==> config.mk <==
export PLATFORM = sky130hd
export DESIGN_NAME = wbl_write_lanes
export DESIGN_NICKNAME = d
export VERILOG_FILES = /design/src/wbl_pkg.sv /design/src/wbl_lane_mask.sv /design/src/wbl_write_lanes.sv
export SDC_FILE = /design/constraint.sdc
export NUM_CORES = 2
export LEC_CHECK = 0
export BUFFER_PORTS_ARGS = -buffer_cell sky130_fd_sc_hd__buf_2
export CAP_MARGIN = 5
export CORE_ASPECT_RATIO = 1.2
export CORE_MARGIN = 2
export CORE_UTILIZATION = 39
export CTS_CLUSTER_DIAMETER = 60
export DETAILED_ROUTE_END_ITERATION = 8
export GPL_ROUTABILITY_DRIVEN = 0
export SYNTH_ARGS = -nofsm -noshare
export SYNTH_HDL_FRONTEND = slang
export SYNTH_SLANG_ARGS = --single-unit
==> constraint.sdc <==
create_clock -name clock -period 5 [get_ports clock]
set_clock_uncertainty 0.2 [all_clocks]
set_input_delay 1 -clock clock [delete_from_list [all_inputs] [get_ports clock]]
set_output_delay 1 -clock clock [all_outputs]
set_load 0.01 [all_outputs]
==> src/wbl_pkg.sv <==
// Purpose: Shared constants and carrier types for the write byte-lane block.
// Assumes: A 32-bit write data bus, so four byte lanes, and 12-bit byte addresses.
// Notes:   Beat sizes above the bus width are clamped to the bus width.
package wbl_pkg;

    // ************************************************************
    // Bus geometry
    // ************************************************************
    localparam int DATA_BYTES = 4;              // Byte lanes on the data bus
    localparam int DATA_W     = 8 * DATA_BYTES; // Data bus width in bits
    localparam int LANE_W     = 2;              // Bits of a lane index
    localparam int ADDR_W     = 12;             // Byte address width
    localparam int LEN_W      = 8;              // Beat count field width
    localparam int MEM_WORDS  = 64;             // Words of local storage
    localparam int WIDX_W     = 6;              // Bits of a word index
    localparam int WIDX_LSB   = 2;              // Lowest address bit of the word index

    // ************************************************************
    // Size field
    // ************************************************************
    localparam logic [2:0] SIZE_MAX = 3'h2;     // Largest size the bus carries

    // ************************************************************
    // Burst type codes
    // ************************************************************
    localparam logic [1:0] BURST_FIXED = 2'h0;  // Same address every beat
    localparam logic [1:0] BURST_INCR  = 2'h1;  // Address advances each beat
    localparam logic [1:0] BURST_WRAP  = 2'h2;  // Advances and wraps at boundary

    // ************************************************************
    // Reset values
    // ************************************************************
    localparam logic [ADDR_W-1:0]     RST_ADDR = 12'h000; // Beat address after reset
    localparam logic [LEN_W-1:0]      RST_LEFT = 8'h00;   // Beats left after reset
    localparam logic [DATA_BYTES-1:0] RST_MASK = 4'h0;    // Lane mask after reset
    localparam logic [DATA_W-1:0]     RST_DATA = 32'h0;   // Read data after reset

    // ************************************************************
    // Types
    // ************************************************************
    typedef enum logic [1:0] {
        WBL_IDLE  = 2'h1,                       // Waiting for a burst command
        WBL_BURST = 2'h2                        // Taking write beats
    } wbl_state_t;

    typedef struct packed {
        logic [ADDR_W-1:0] addr;                // Start address, may be unaligned
        logic [LEN_W-1:0]  len;                 // Beats minus one
        logic [2:0]        size;                // Log2 of bytes per beat
        logic [1:0]        burst;               // Burst type code
    } wbl_cmd_t;

    typedef struct packed {
        logic [DATA_W-1:0]     data;            // Write data, lane n in bits 8n+7:8n
        logic [DATA_BYTES-1:0] strb;            // One strobe per byte lane
    } wbl_beat_t;

endpackage

==> src/wbl_lane_mask.sv <==
// Purpose: Works out the active byte lanes of one beat from its address and size.
// Assumes: Size already clamped to the bus width.
// Notes:   Same formula serves unaligned first beats and aligned later beats.
module wbl_lane_mask
    import wbl_pkg::*;
(
    input  wire logic [LANE_W-1:0]     addr_lane,
    input  wire logic [1:0]            size,
    output logic      [DATA_BYTES-1:0] mask
);

    // ************************************************************
    // Lane bounds
    // ************************************************************
    // Bytes per beat less one, as a lane offset
    wire logic [2:0]        nbytes  = 3'h1 << size;
    wire logic [LANE_W-1:0] nb_m1   = LANE_W'(nbytes - 3'h1);
    // Lowest lane is the address within the bus word
    wire logic [LANE_W-1:0] low_ln  = addr_lane;
    // Highest lane is the aligned lane plus the beat size less one
    wire logic [LANE_W-1:0] high_ln = (addr_lane & ~nb_m1) + nb_m1;

    // ************************************************************
    // Per-lane compare
    // ************************************************************
    genvar i;
    generate
        for (i = 0; i < DATA_BYTES; i++) begin : g_lane
            // Lane active between lowest and highest lane
            assign mask[i] = (LANE_W'(i) >= low_ln) && (LANE_W'(i) <= high_ln);
        end
    endgenerate

endmodule

==> src/wbl_write_lanes.sv <==
// Purpose: Subordinate write-data end that steers burst beats onto byte lanes.
// Assumes: One clock; commands and beats are synchronous to it.
// Notes:   Storage is byte-invariant; a local read port can reorder big-endian elements.

// Operation
// One strobe per byte lane, high means valid
// Manager strobes only lanes holding valid data
// Ignore strobes while write valid is low
// Manager idles strobes low or held
// Narrow beat lanes from address and size
// Incr and wrap beats move lanes forward
// Fixed burst keeps same lanes every beat
// Five byte beats from zero: lanes 0-3-0
// Four-byte beats at 4, 64-bit: upper-lower-upper
// Byte address always uses same data wires
// Element keeps same bytes in either endianness
// Single-width storage wired lane to lane
// Big-endian access gets a byte reorder stage
// Big-endian: most significant byte lowest address
// Little-endian: least significant byte lowest address
// Accept unaligned starts for wide beats
// Manager may signal unaligned start by address
// Manager may signal unaligned start by strobes
// Manager keeps address and strobes consistent
// No special handling of alignment information
// Burst codes: fixed, incr, wrap, reserved
// Beat bytes two to the size, address step
// Later beat lanes from address modulo bus width
// Wrap back to boundary at boundary plus total
// Only strobed bytes update stored data
module wbl_write_lanes
    import wbl_pkg::*;
(
    input  wire logic                  clock,
    input  wire logic                  rstn,
    input  wire logic                  cmd_valid,
    input  wire wbl_cmd_t              cmd,
    output logic                       cmd_ready_reg,
    input  wire logic                  wvalid,
    input  wire wbl_beat_t             wbeat,
    output logic                       wready_reg,
    output logic      [ADDR_W-1:0]     beat_addr_reg,
    output logic      [DATA_BYTES-1:0] lane_mask_reg,
    output logic                       strb_err_reg,
    output logic                       burst_done_reg,
    input  wire logic                  rd_en,
    input  wire logic [ADDR_W-1:0]     rd_addr,
    input  wire logic [1:0]            rd_size,
    input  wire logic                  rd_big,
    output logic      [DATA_W-1:0]     rd_data_reg,
    output logic                       rd_valid_reg
);

    // ************************************************************
    // Burst state
    // ************************************************************
    wbl_state_t        state_reg;               // Idle or in a burst
    logic [1:0]        burst_reg;               // Burst type of the open burst
    logic [1:0]        size_reg;                // Clamped size of the open burst
    logic [LEN_W-1:0]  left_reg;                // Beats remaining after this one
    logic [ADDR_W-1:0] wrap_lo_reg;             // Lowest address of a wrap burst
    logic [ADDR_W-1:0] wrap_hi_reg;             // Boundary plus total bytes

    // ************************************************************
    // Handshake decode
    // ************************************************************
    wire logic cmd_fire  = cmd_valid && cmd_ready_reg;
    // Strobes and data only count while write valid is high
    wire logic beat_fire = wvalid && wready_reg;
    wire logic beat_last = (left_reg == RST_LEFT);

    // ************************************************************
    // Command decode
    // ************************************************************
    // Oversized beats are clamped to the bus width
    wire logic [1:0] cmd_size = (cmd.size > SIZE_MAX) ? SIZE_MAX[1:0] : cmd.size[1:0];
    // Total burst bytes: beats times bytes per beat
    wire logic [ADDR_W-1:0] cmd_total = ADDR_W'({1'b0, cmd.len} + 9'h001) << cmd_size;
    // Wrap boundary is the start aligned to the total size
    wire logic [ADDR_W-1:0] cmd_wlo   = cmd.addr & ~(cmd_total - 12'h001);
    wire logic [ADDR_W-1:0] cmd_whi   = cmd_wlo + cmd_total;

    // ************************************************************
    // Beat address advance
    // ************************************************************
    // Bytes per beat sets the step
    wire logic [ADDR_W-1:0] nb_cur    = 12'h001 << size_reg;
    // Every incr or wrap beat after the first is aligned to the beat size
    wire logic [ADDR_W-1:0] align_cur = beat_addr_reg & ~(nb_cur - 12'h001);
    wire logic [ADDR_W-1:0] addr_inc  = align_cur + nb_cur;
    wire logic              is_fixed  = (burst_reg == BURST_FIXED);
    wire logic              is_wrap   = (burst_reg == BURST_WRAP);
    wire logic              wrap_hit  = is_wrap && (addr_inc == wrap_hi_reg);
    // Fixed holds, wrap returns to the boundary, others step
    wire logic [ADDR_W-1:0] addr_adv  = is_fixed ? beat_addr_reg :
                                        wrap_hit ? wrap_lo_reg :
                                        addr_inc;
    wire logic [ADDR_W-1:0] addr_next = cmd_fire  ? cmd.addr :
                                        beat_fire ? addr_adv : beat_addr_reg;
    wire logic [1:0]        size_next = cmd_fire ? cmd_size : size_reg;

    // ************************************************************
    // Lane mask of the next beat address
    // ************************************************************
    logic [DATA_BYTES-1:0] mask_next;           // Lanes the next beat uses

    wbl_lane_mask u_lane_mask (
        .addr_lane (addr_next[LANE_W-1:0]),
        .size      (size_next),
        .mask      (mask_next)
    );

    // Strobes outside the expected lanes; flagged, never blocking
    wire logic strb_stray = beat_fire && (|(wbeat.strb & ~lane_mask_reg));

    // ************************************************************
    // Burst control
    // ************************************************************
    // Opens a burst on a command, closes it on the last counted beat
    always_ff @(posedge clock or negedge rstn) begin
        if (!rstn) begin
            state_reg      <= WBL_IDLE;
            cmd_ready_reg  <= 1'b1;
            wready_reg     <= 1'b0;
            left_reg       <= RST_LEFT;
            burst_done_reg <= 1'b0;
        end else begin
            burst_done_reg <= 1'b0;
            case (state_reg)
                WBL_IDLE: begin
                    // Take a command and start accepting beats
                    if (cmd_fire) begin
                        state_reg     <= WBL_BURST;
                        cmd_ready_reg <= 1'b0;
                        wready_reg    <= 1'b1;
                        left_reg      <= cmd.len;
                    end
                end
                WBL_BURST: begin
                    // Count beats down; last one ends the burst
                    if (beat_fire) begin
                        if (beat_last) begin
                            state_reg      <= WBL_IDLE;
                            cmd_ready_reg  <= 1'b1;
                            wready_reg     <= 1'b0;
                            burst_done_reg <= 1'b1;
                        end else begin
                            left_reg <= left_reg - 8'h01;
                        end
                    end
                end
                default: begin
                    // Illegal code falls back to idle
                    state_reg     <= WBL_IDLE;
                    cmd_ready_reg <= 1'b1;
                    wready_reg    <= 1'b0;
                end
            endcase
        end
    end

    // ************************************************************
    // Address and lane registers
    // ************************************************************
    // Tracks the beat address and its lane mask together
    always_ff @(posedge clock or negedge rstn) begin
        if (!rstn) begin
            beat_addr_reg <= RST_ADDR;
            lane_mask_reg <= RST_MASK;
            size_reg      <= 2'h0;
            strb_err_reg  <= 1'b0;
        end else begin
            beat_addr_reg <= addr_next;
            lane_mask_reg <= mask_next;
            size_reg      <= size_next;
            strb_err_reg  <= strb_stray;
        end
    end

    // Latches burst type and wrap bounds on command
    always_ff @(posedge clock or negedge rstn) begin
        if (!rstn) begin
            burst_reg   <= BURST_INCR;
            wrap_lo_reg <= RST_ADDR;
            wrap_hi_reg <= RST_ADDR;
        end else if (cmd_fire) begin
            burst_reg   <= cmd.burst;
            wrap_lo_reg <= cmd_wlo;
            wrap_hi_reg <= cmd_whi;
        end
    end

    // ************************************************************
    // Byte-invariant storage, one array per lane
    // ************************************************************
    wire logic [WIDX_W-1:0] widx = beat_addr_reg[WIDX_LSB +: WIDX_W];
    wire logic [WIDX_W-1:0] ridx = rd_addr[WIDX_LSB +: WIDX_W];
    logic      [DATA_W-1:0] rd_word;            // Stored word at the read index

    genvar i;
    generate
        for (i = 0; i < DATA_BYTES; i++) begin : g_store
            logic [7:0] lane_mem [MEM_WORDS];   // Bytes that travel on lane i
            logic [7:0] old_q;                  // Byte before this cycle's write
            logic [7:0] new_q;                  // Data seen on the lane
            logic       wr_q;                   // Lane was written
            logic       hit_q;                  // A beat was taken
            logic [WIDX_W-1:0] idx_q;           // Index of that beat

            // Lane i of the bus always lands in byte i of storage
            always_ff @(posedge clock) begin
                if (beat_fire && wbeat.strb[i]) begin
                    lane_mem[widx] <= wbeat.data[8*i +: 8];
                end
            end
            assign rd_word[8*i +: 8] = lane_mem[ridx];

            // Helper history for the checks below
            always_ff @(posedge clock) begin
                old_q <= lane_mem[widx];
                new_q <= wbeat.data[8*i +: 8];
                wr_q  <= beat_fire && wbeat.strb[i];
                hit_q <= beat_fire;
                idx_q <= widx;
            end

            a_lane_write: assert property (@(posedge clock) disable iff (!rstn)
                wr_q |-> lane_mem[idx_q] == new_q)
                else $error("strobed lane byte not stored");
            a_keep_unstrobed: assert property (@(posedge clock) disable iff (!rstn)
                (hit_q && !wr_q) |-> lane_mem[idx_q] === old_q)
                else $error("unstrobed lane byte changed");
            a_ignore_idle: assert property (@(posedge clock) disable iff (!rstn)
                (!wvalid ##1 1'b1) |-> lane_mem[idx_q] === old_q)
                else $error("byte changed with write valid low");
        end
    endgenerate

    // ************************************************************
    // Local read with endian reorder
    // ************************************************************
    wire logic [1:0]        rd_sz  = (rd_size == 2'h3) ? SIZE_MAX[1:0] : rd_size;
    wire logic [2:0]        rd_nb  = 3'h1 << rd_sz;
    wire logic [LANE_W-1:0] rd_m1  = LANE_W'(rd_nb - 3'h1);
    // Element starts at its aligned lane
    wire logic [LANE_W-1:0] rd_lo  = rd_addr[LANE_W-1:0] & ~rd_m1;
    logic      [DATA_W-1:0] rd_elem;            // Element, least significant byte first

    genvar k;
    generate
        for (k = 0; k < DATA_BYTES; k++) begin : g_elem
            // Big-endian takes bytes from the top of the element down
            wire logic [LANE_W-1:0] src_be = rd_lo + rd_m1 - LANE_W'(k);
            wire logic [LANE_W-1:0] src_le = rd_lo + LANE_W'(k);
            wire logic [LANE_W-1:0] src    = rd_big ? src_be : src_le;
            wire logic              in_elem = (3'(k) < rd_nb);
            assign rd_elem[8*k +: 8] = in_elem ? rd_word[8*src +: 8] : 8'h00;
        end
    endgenerate

    // Registers the element one cycle after the request
    always_ff @(posedge clock or negedge rstn) begin
        if (!rstn) begin
            rd_data_reg  <= RST_DATA;
            rd_valid_reg <= 1'b0;
        end else begin
            rd_valid_reg <= rd_en;
            if (rd_en) begin
                rd_data_reg <= rd_elem;
            end
        end
    end

    // ************************************************************
    // Checks
    // ************************************************************
    logic [DATA_W-1:0] rd_word_q;               // Word seen by the last read
    always_ff @(posedge clock) begin
        rd_word_q <= rd_word;
    end

    a_fixed_lanes: assert property (@(posedge clock) disable iff (!rstn)
        (beat_fire && is_fixed && !beat_last) |=> $stable(lane_mask_reg))
        else $error("fixed burst changed lanes");
    a_step_aligned: assert property (@(posedge clock) disable iff (!rstn)
        (beat_fire && !is_fixed && !wrap_hit && !beat_last) |=>
        (beat_addr_reg == $past(align_cur) + $past(nb_cur)) &&
        ((beat_addr_reg & (nb_cur - 12'h001)) == 12'h000))
        else $error("beat address did not step by beat size");
    a_wrap_bound: assert property (@(posedge clock) disable iff (!rstn)
        (state_reg == WBL_BURST && is_wrap) |->
        (beat_addr_reg >= wrap_lo_reg) && (beat_addr_reg < wrap_hi_reg))
        else $error("wrap burst left its window");
    a_low_lane: assert property (@(posedge clock) disable iff (!rstn)
        (state_reg == WBL_BURST) |->
        lane_mask_reg[beat_addr_reg[LANE_W-1:0]] &&
        ($countones(lane_mask_reg) <= int'(nb_cur)))
        else $error("lane mask does not start at beat lane");
    a_burst_end: assert property (@(posedge clock) disable iff (!rstn)
        (beat_fire && beat_last) |=> burst_done_reg && cmd_ready_reg && !wready_reg)
        else $error("burst did not close on last beat");
    a_byte_incr: assert property (@(posedge clock) disable iff (!rstn)
        (cmd_fire && cmd.addr == 12'h000 && cmd.size == 3'h0 && cmd.burst == BURST_INCR)
        |=> lane_mask_reg == 4'h1)
        else $error("first byte beat not on lane 0");
    a_big_swap: assert property (@(posedge clock) disable iff (!rstn)
        (rd_en && rd_big && rd_sz == 2'h2) |=>
        rd_data_reg == {rd_word_q[7:0], rd_word_q[15:8], rd_word_q[23:16], rd_word_q[31:24]})
        else $error("big-endian word not reordered");
    a_little_pass: assert property (@(posedge clock) disable iff (!rstn)
        (rd_en && !rd_big && rd_sz == 2'h2) |=> rd_data_reg == rd_word_q)
        else $error("little-endian word altered");

    c_incr_burst: cover property (@(posedge clock) disable iff (!rstn)
        beat_fire && burst_reg == BURST_INCR && beat_last);
    c_wrap_taken: cover property (@(posedge clock) disable iff (!rstn)
        beat_fire && wrap_hit);
    c_fixed_burst: cover property (@(posedge clock) disable iff (!rstn)
        beat_fire && is_fixed && !beat_last);
    c_unaligned: cover property (@(posedge clock) disable iff (!rstn)
        cmd_fire && cmd.size == 3'h2 && cmd.addr[1:0] != 2'h0);

endmodule

==> metrics <==
flop2flop setup slack=between 500 and 600 ps; hold_buf cts=0; TritonRoute pass-1 iters=6; max reg flops=~2.0k; Remaining Overflow, GRT=0; Non-Filler Instances=about 7.4k; distinct cell type count after synthesis=between 70 and 80; Final setup viols=0; share of cells above drive strength 1=28.4%; Sink Count=between 2k and 2.5k; Startpoint Class=register; Mapped Cells=a little over 4k; DRT antenna net count=0; critical path capture point type=register; num ports=between 100 and 150; setup TNS after final layout=0 ps; post-synthesis cell area=between 80,000 and 90,000 um2; initial antenna violation count=20; Slew HR=roughly a tenth; Final Max Slew Viols=0; synthesis-to-finish area growth=13.5%; row count=188; Mean Syn Cell Area=around 21 um2; syn_nets=4,164; asr flop ratio synth=under 10%; die area=approximately 220,000 um2; Cell Area, Placed=roughly 90,000 um2; nets@finish=4,423; leading cell types in the layout, fill and taps excluded=edfxtp_1 (2,048), mux4_2 (660), nor2_1 (326), clkbuf_16 (213), nand2_1 (195); placed insts=6,971; Avg WL per Cell=a little under 30 um; Final Cell Area=about 97,000 um2; Final Power=between 30 and 40 mW; reg2reg path depth=4; drt initial violations=about 4.4k; sequential-to-total area share from yosys stat=74.7%; clk buf depth=3; min-delay worst type=input pin to async pin; core area=218,000 um2; Worst-Skew Late Latency=roughly 870 ps; power per cell area=between 400 and 500 nW/um2; WL final=approximately 220,000 um; Die Wd=about 430 um; min Tclk post-route=around 4400 ps; CP Max Fanout=15; CTS HTree Levels=4; vias in the first global route=around 42k; DP HPWL=between 100,000 and 150,000 um; # DRC=0; CTS buffer count=210; MaxCap Viol Count=0; Worst IR Drop VDD=about 320 uV; Worst-Margin Slew=roughly 1300 ps; Die H=about 520 um; CTS tree=done; commonest non-fill, non-tap cell in the layout=edfxtp_1; CTS-repair resized insts=0; Buffers on Ports=approximately 130; DR vias=about 41k; Initial Util=39.1%; RR Endpoint=g_store[2].lane_mem[14][0]; CP arrival=around 4700 ps; leakage power=around 30 nW; CTS Root Cell=clkbuf_16; CTS clk-pin slew, worst paths=60 ps; period utilization=88.8%; setup repair after global routing missed its margin=false; Most used DFF post-synth=edfxtp_1; Synth Warn #=0; Max Clock Freq=225 MHz; postcts setup bufs=0; Critical R2R Launch=beat_addr_reg[3]; pin count of the biggest net entering global routing=between 80 and 90; Via density=between 5 and 6; GRT Util Overall=19.4%; status=complete, no violations; post-synthesis register bit count=~2.1k; Critical Path RT=around 5300 ps; worst setup path class=register to register; number of synthesized flops with an enable pin=2,048; Hold Fails Final Rpt=0; first-pass GRT wire length=about 300,000 um
==> worst max-delay path, cell delays in order, from the launching register on <==
cell and delay, ps:
dfrtp_1 720, nand2_1 410, nor2_1 870, nand2_1 880, nor2_1 950
==> synthesized netlist by cell type (7+ instances only) <==
cell type	n	area share [%]
o211ai_1	7	0.062
dfrtp_1	87	2.6
nor2b_1	10	0.073
nand4_1	10	0.073
inv_1	25	0.11
clkbuf_1	137	0.60
o22ai_1	9	0.066
o2bb2ai_1	24	0.25
and2_1	10	0.073
and3_1	8	0.059
nor2_1	326	1.4
xnor2_1	18	0.18
o21ai_0	78	0.46
xor2_1	17	0.17
buf_2	67	0.39
nand2_1	199	0.88
mux4_2	660	17
nor3_1	29	0.17
nor3b_1	7	0.062
a21oi_1	49	0.29
a31oi_1	7	0.051
mux2i_1	45	0.53
ha_1	8	0.12
mux2_2	33	0.44
edfxtp_1	2048	72
buf_1	26	0.11
nand2b_1	11	0.081
nand3_1	17	0.10
==> how the worst max path moves through the flow <==
stage                            endpoint        startpoint  depth (start not counted)
2_1_floorplan             wrap_hi_reg[11]            cmd[5]                         16
3_3_place_gp               wrap_hi_reg[8]            cmd[6]                         15
3_5_place_dp               wrap_hi_reg[8]            cmd[6]                         15
4_1_cts                  lane_mask_reg[1]       size_reg[1]                         13
5_1_grt                  lane_mask_reg[1]       size_reg[1]                         13
6_report       g_store[2].lane_mem[14][0]  beat_addr_reg[3]                          4
==> stage by stage <==
stage          hold WS (ps)  setup WS [ps]  utilization, %
4_1_cts                8.77            672            44.4
3_5_place_dp            263            319            41.4
5_1_grt                66.9            463            44.4
3_3_place_gp            263            275            41.4
6_report               19.7            560            44.4
2_1_floorplan           241            538               -
==> cell type report <==
class / count / area [um2]
antenna: 13 / 32.5
clock buffer: 263 / 5540
clock inverter: 113 / 1120
fill: 18400 / 121000
inverter: 26 / 97.6
multi-input combinational: 1680 / 20600
sequential: 2137 / 63700
tap: 2850 / 3570
timing repair buffer: 279 / 2210
==> kinds of logic (layout without fill, tap and decap cells) <==
kind of cell	Yosys count	in the layout	share of synthesized area, %
other cells	0	13	0
buf+inv	258	681	1.24
fa+ha+maj	8	8	0.117
flops	2137	2137	74.7
mux	739	739	18.4
compound gates	237	237	1.85
xor+xnor	37	37	0.412
simple gates	659	659	3.30
==> power by group <==
part           switching [mW]  total (mW)  internal [mW]
combinational            2.57        3.99           1.42
sequential              0.344        20.3           20.0
clock                    6.78        15.4           8.59
total                    9.69        39.7           30.0
==> metal layers <==
metal | up-vias | GRT usage, % | routed length, um
met1 | 22200 | 25.6 | 86300
met5 | - | 0.453 | 233
met2 | 1495 | 31.2 | 105000
met4 | 22 | 6.84 | 7510
met3 | 327 | 4.77 | 17000
li1 | 17400 | - | -
No activity file was read; power rests on OpenSTA's default activity.
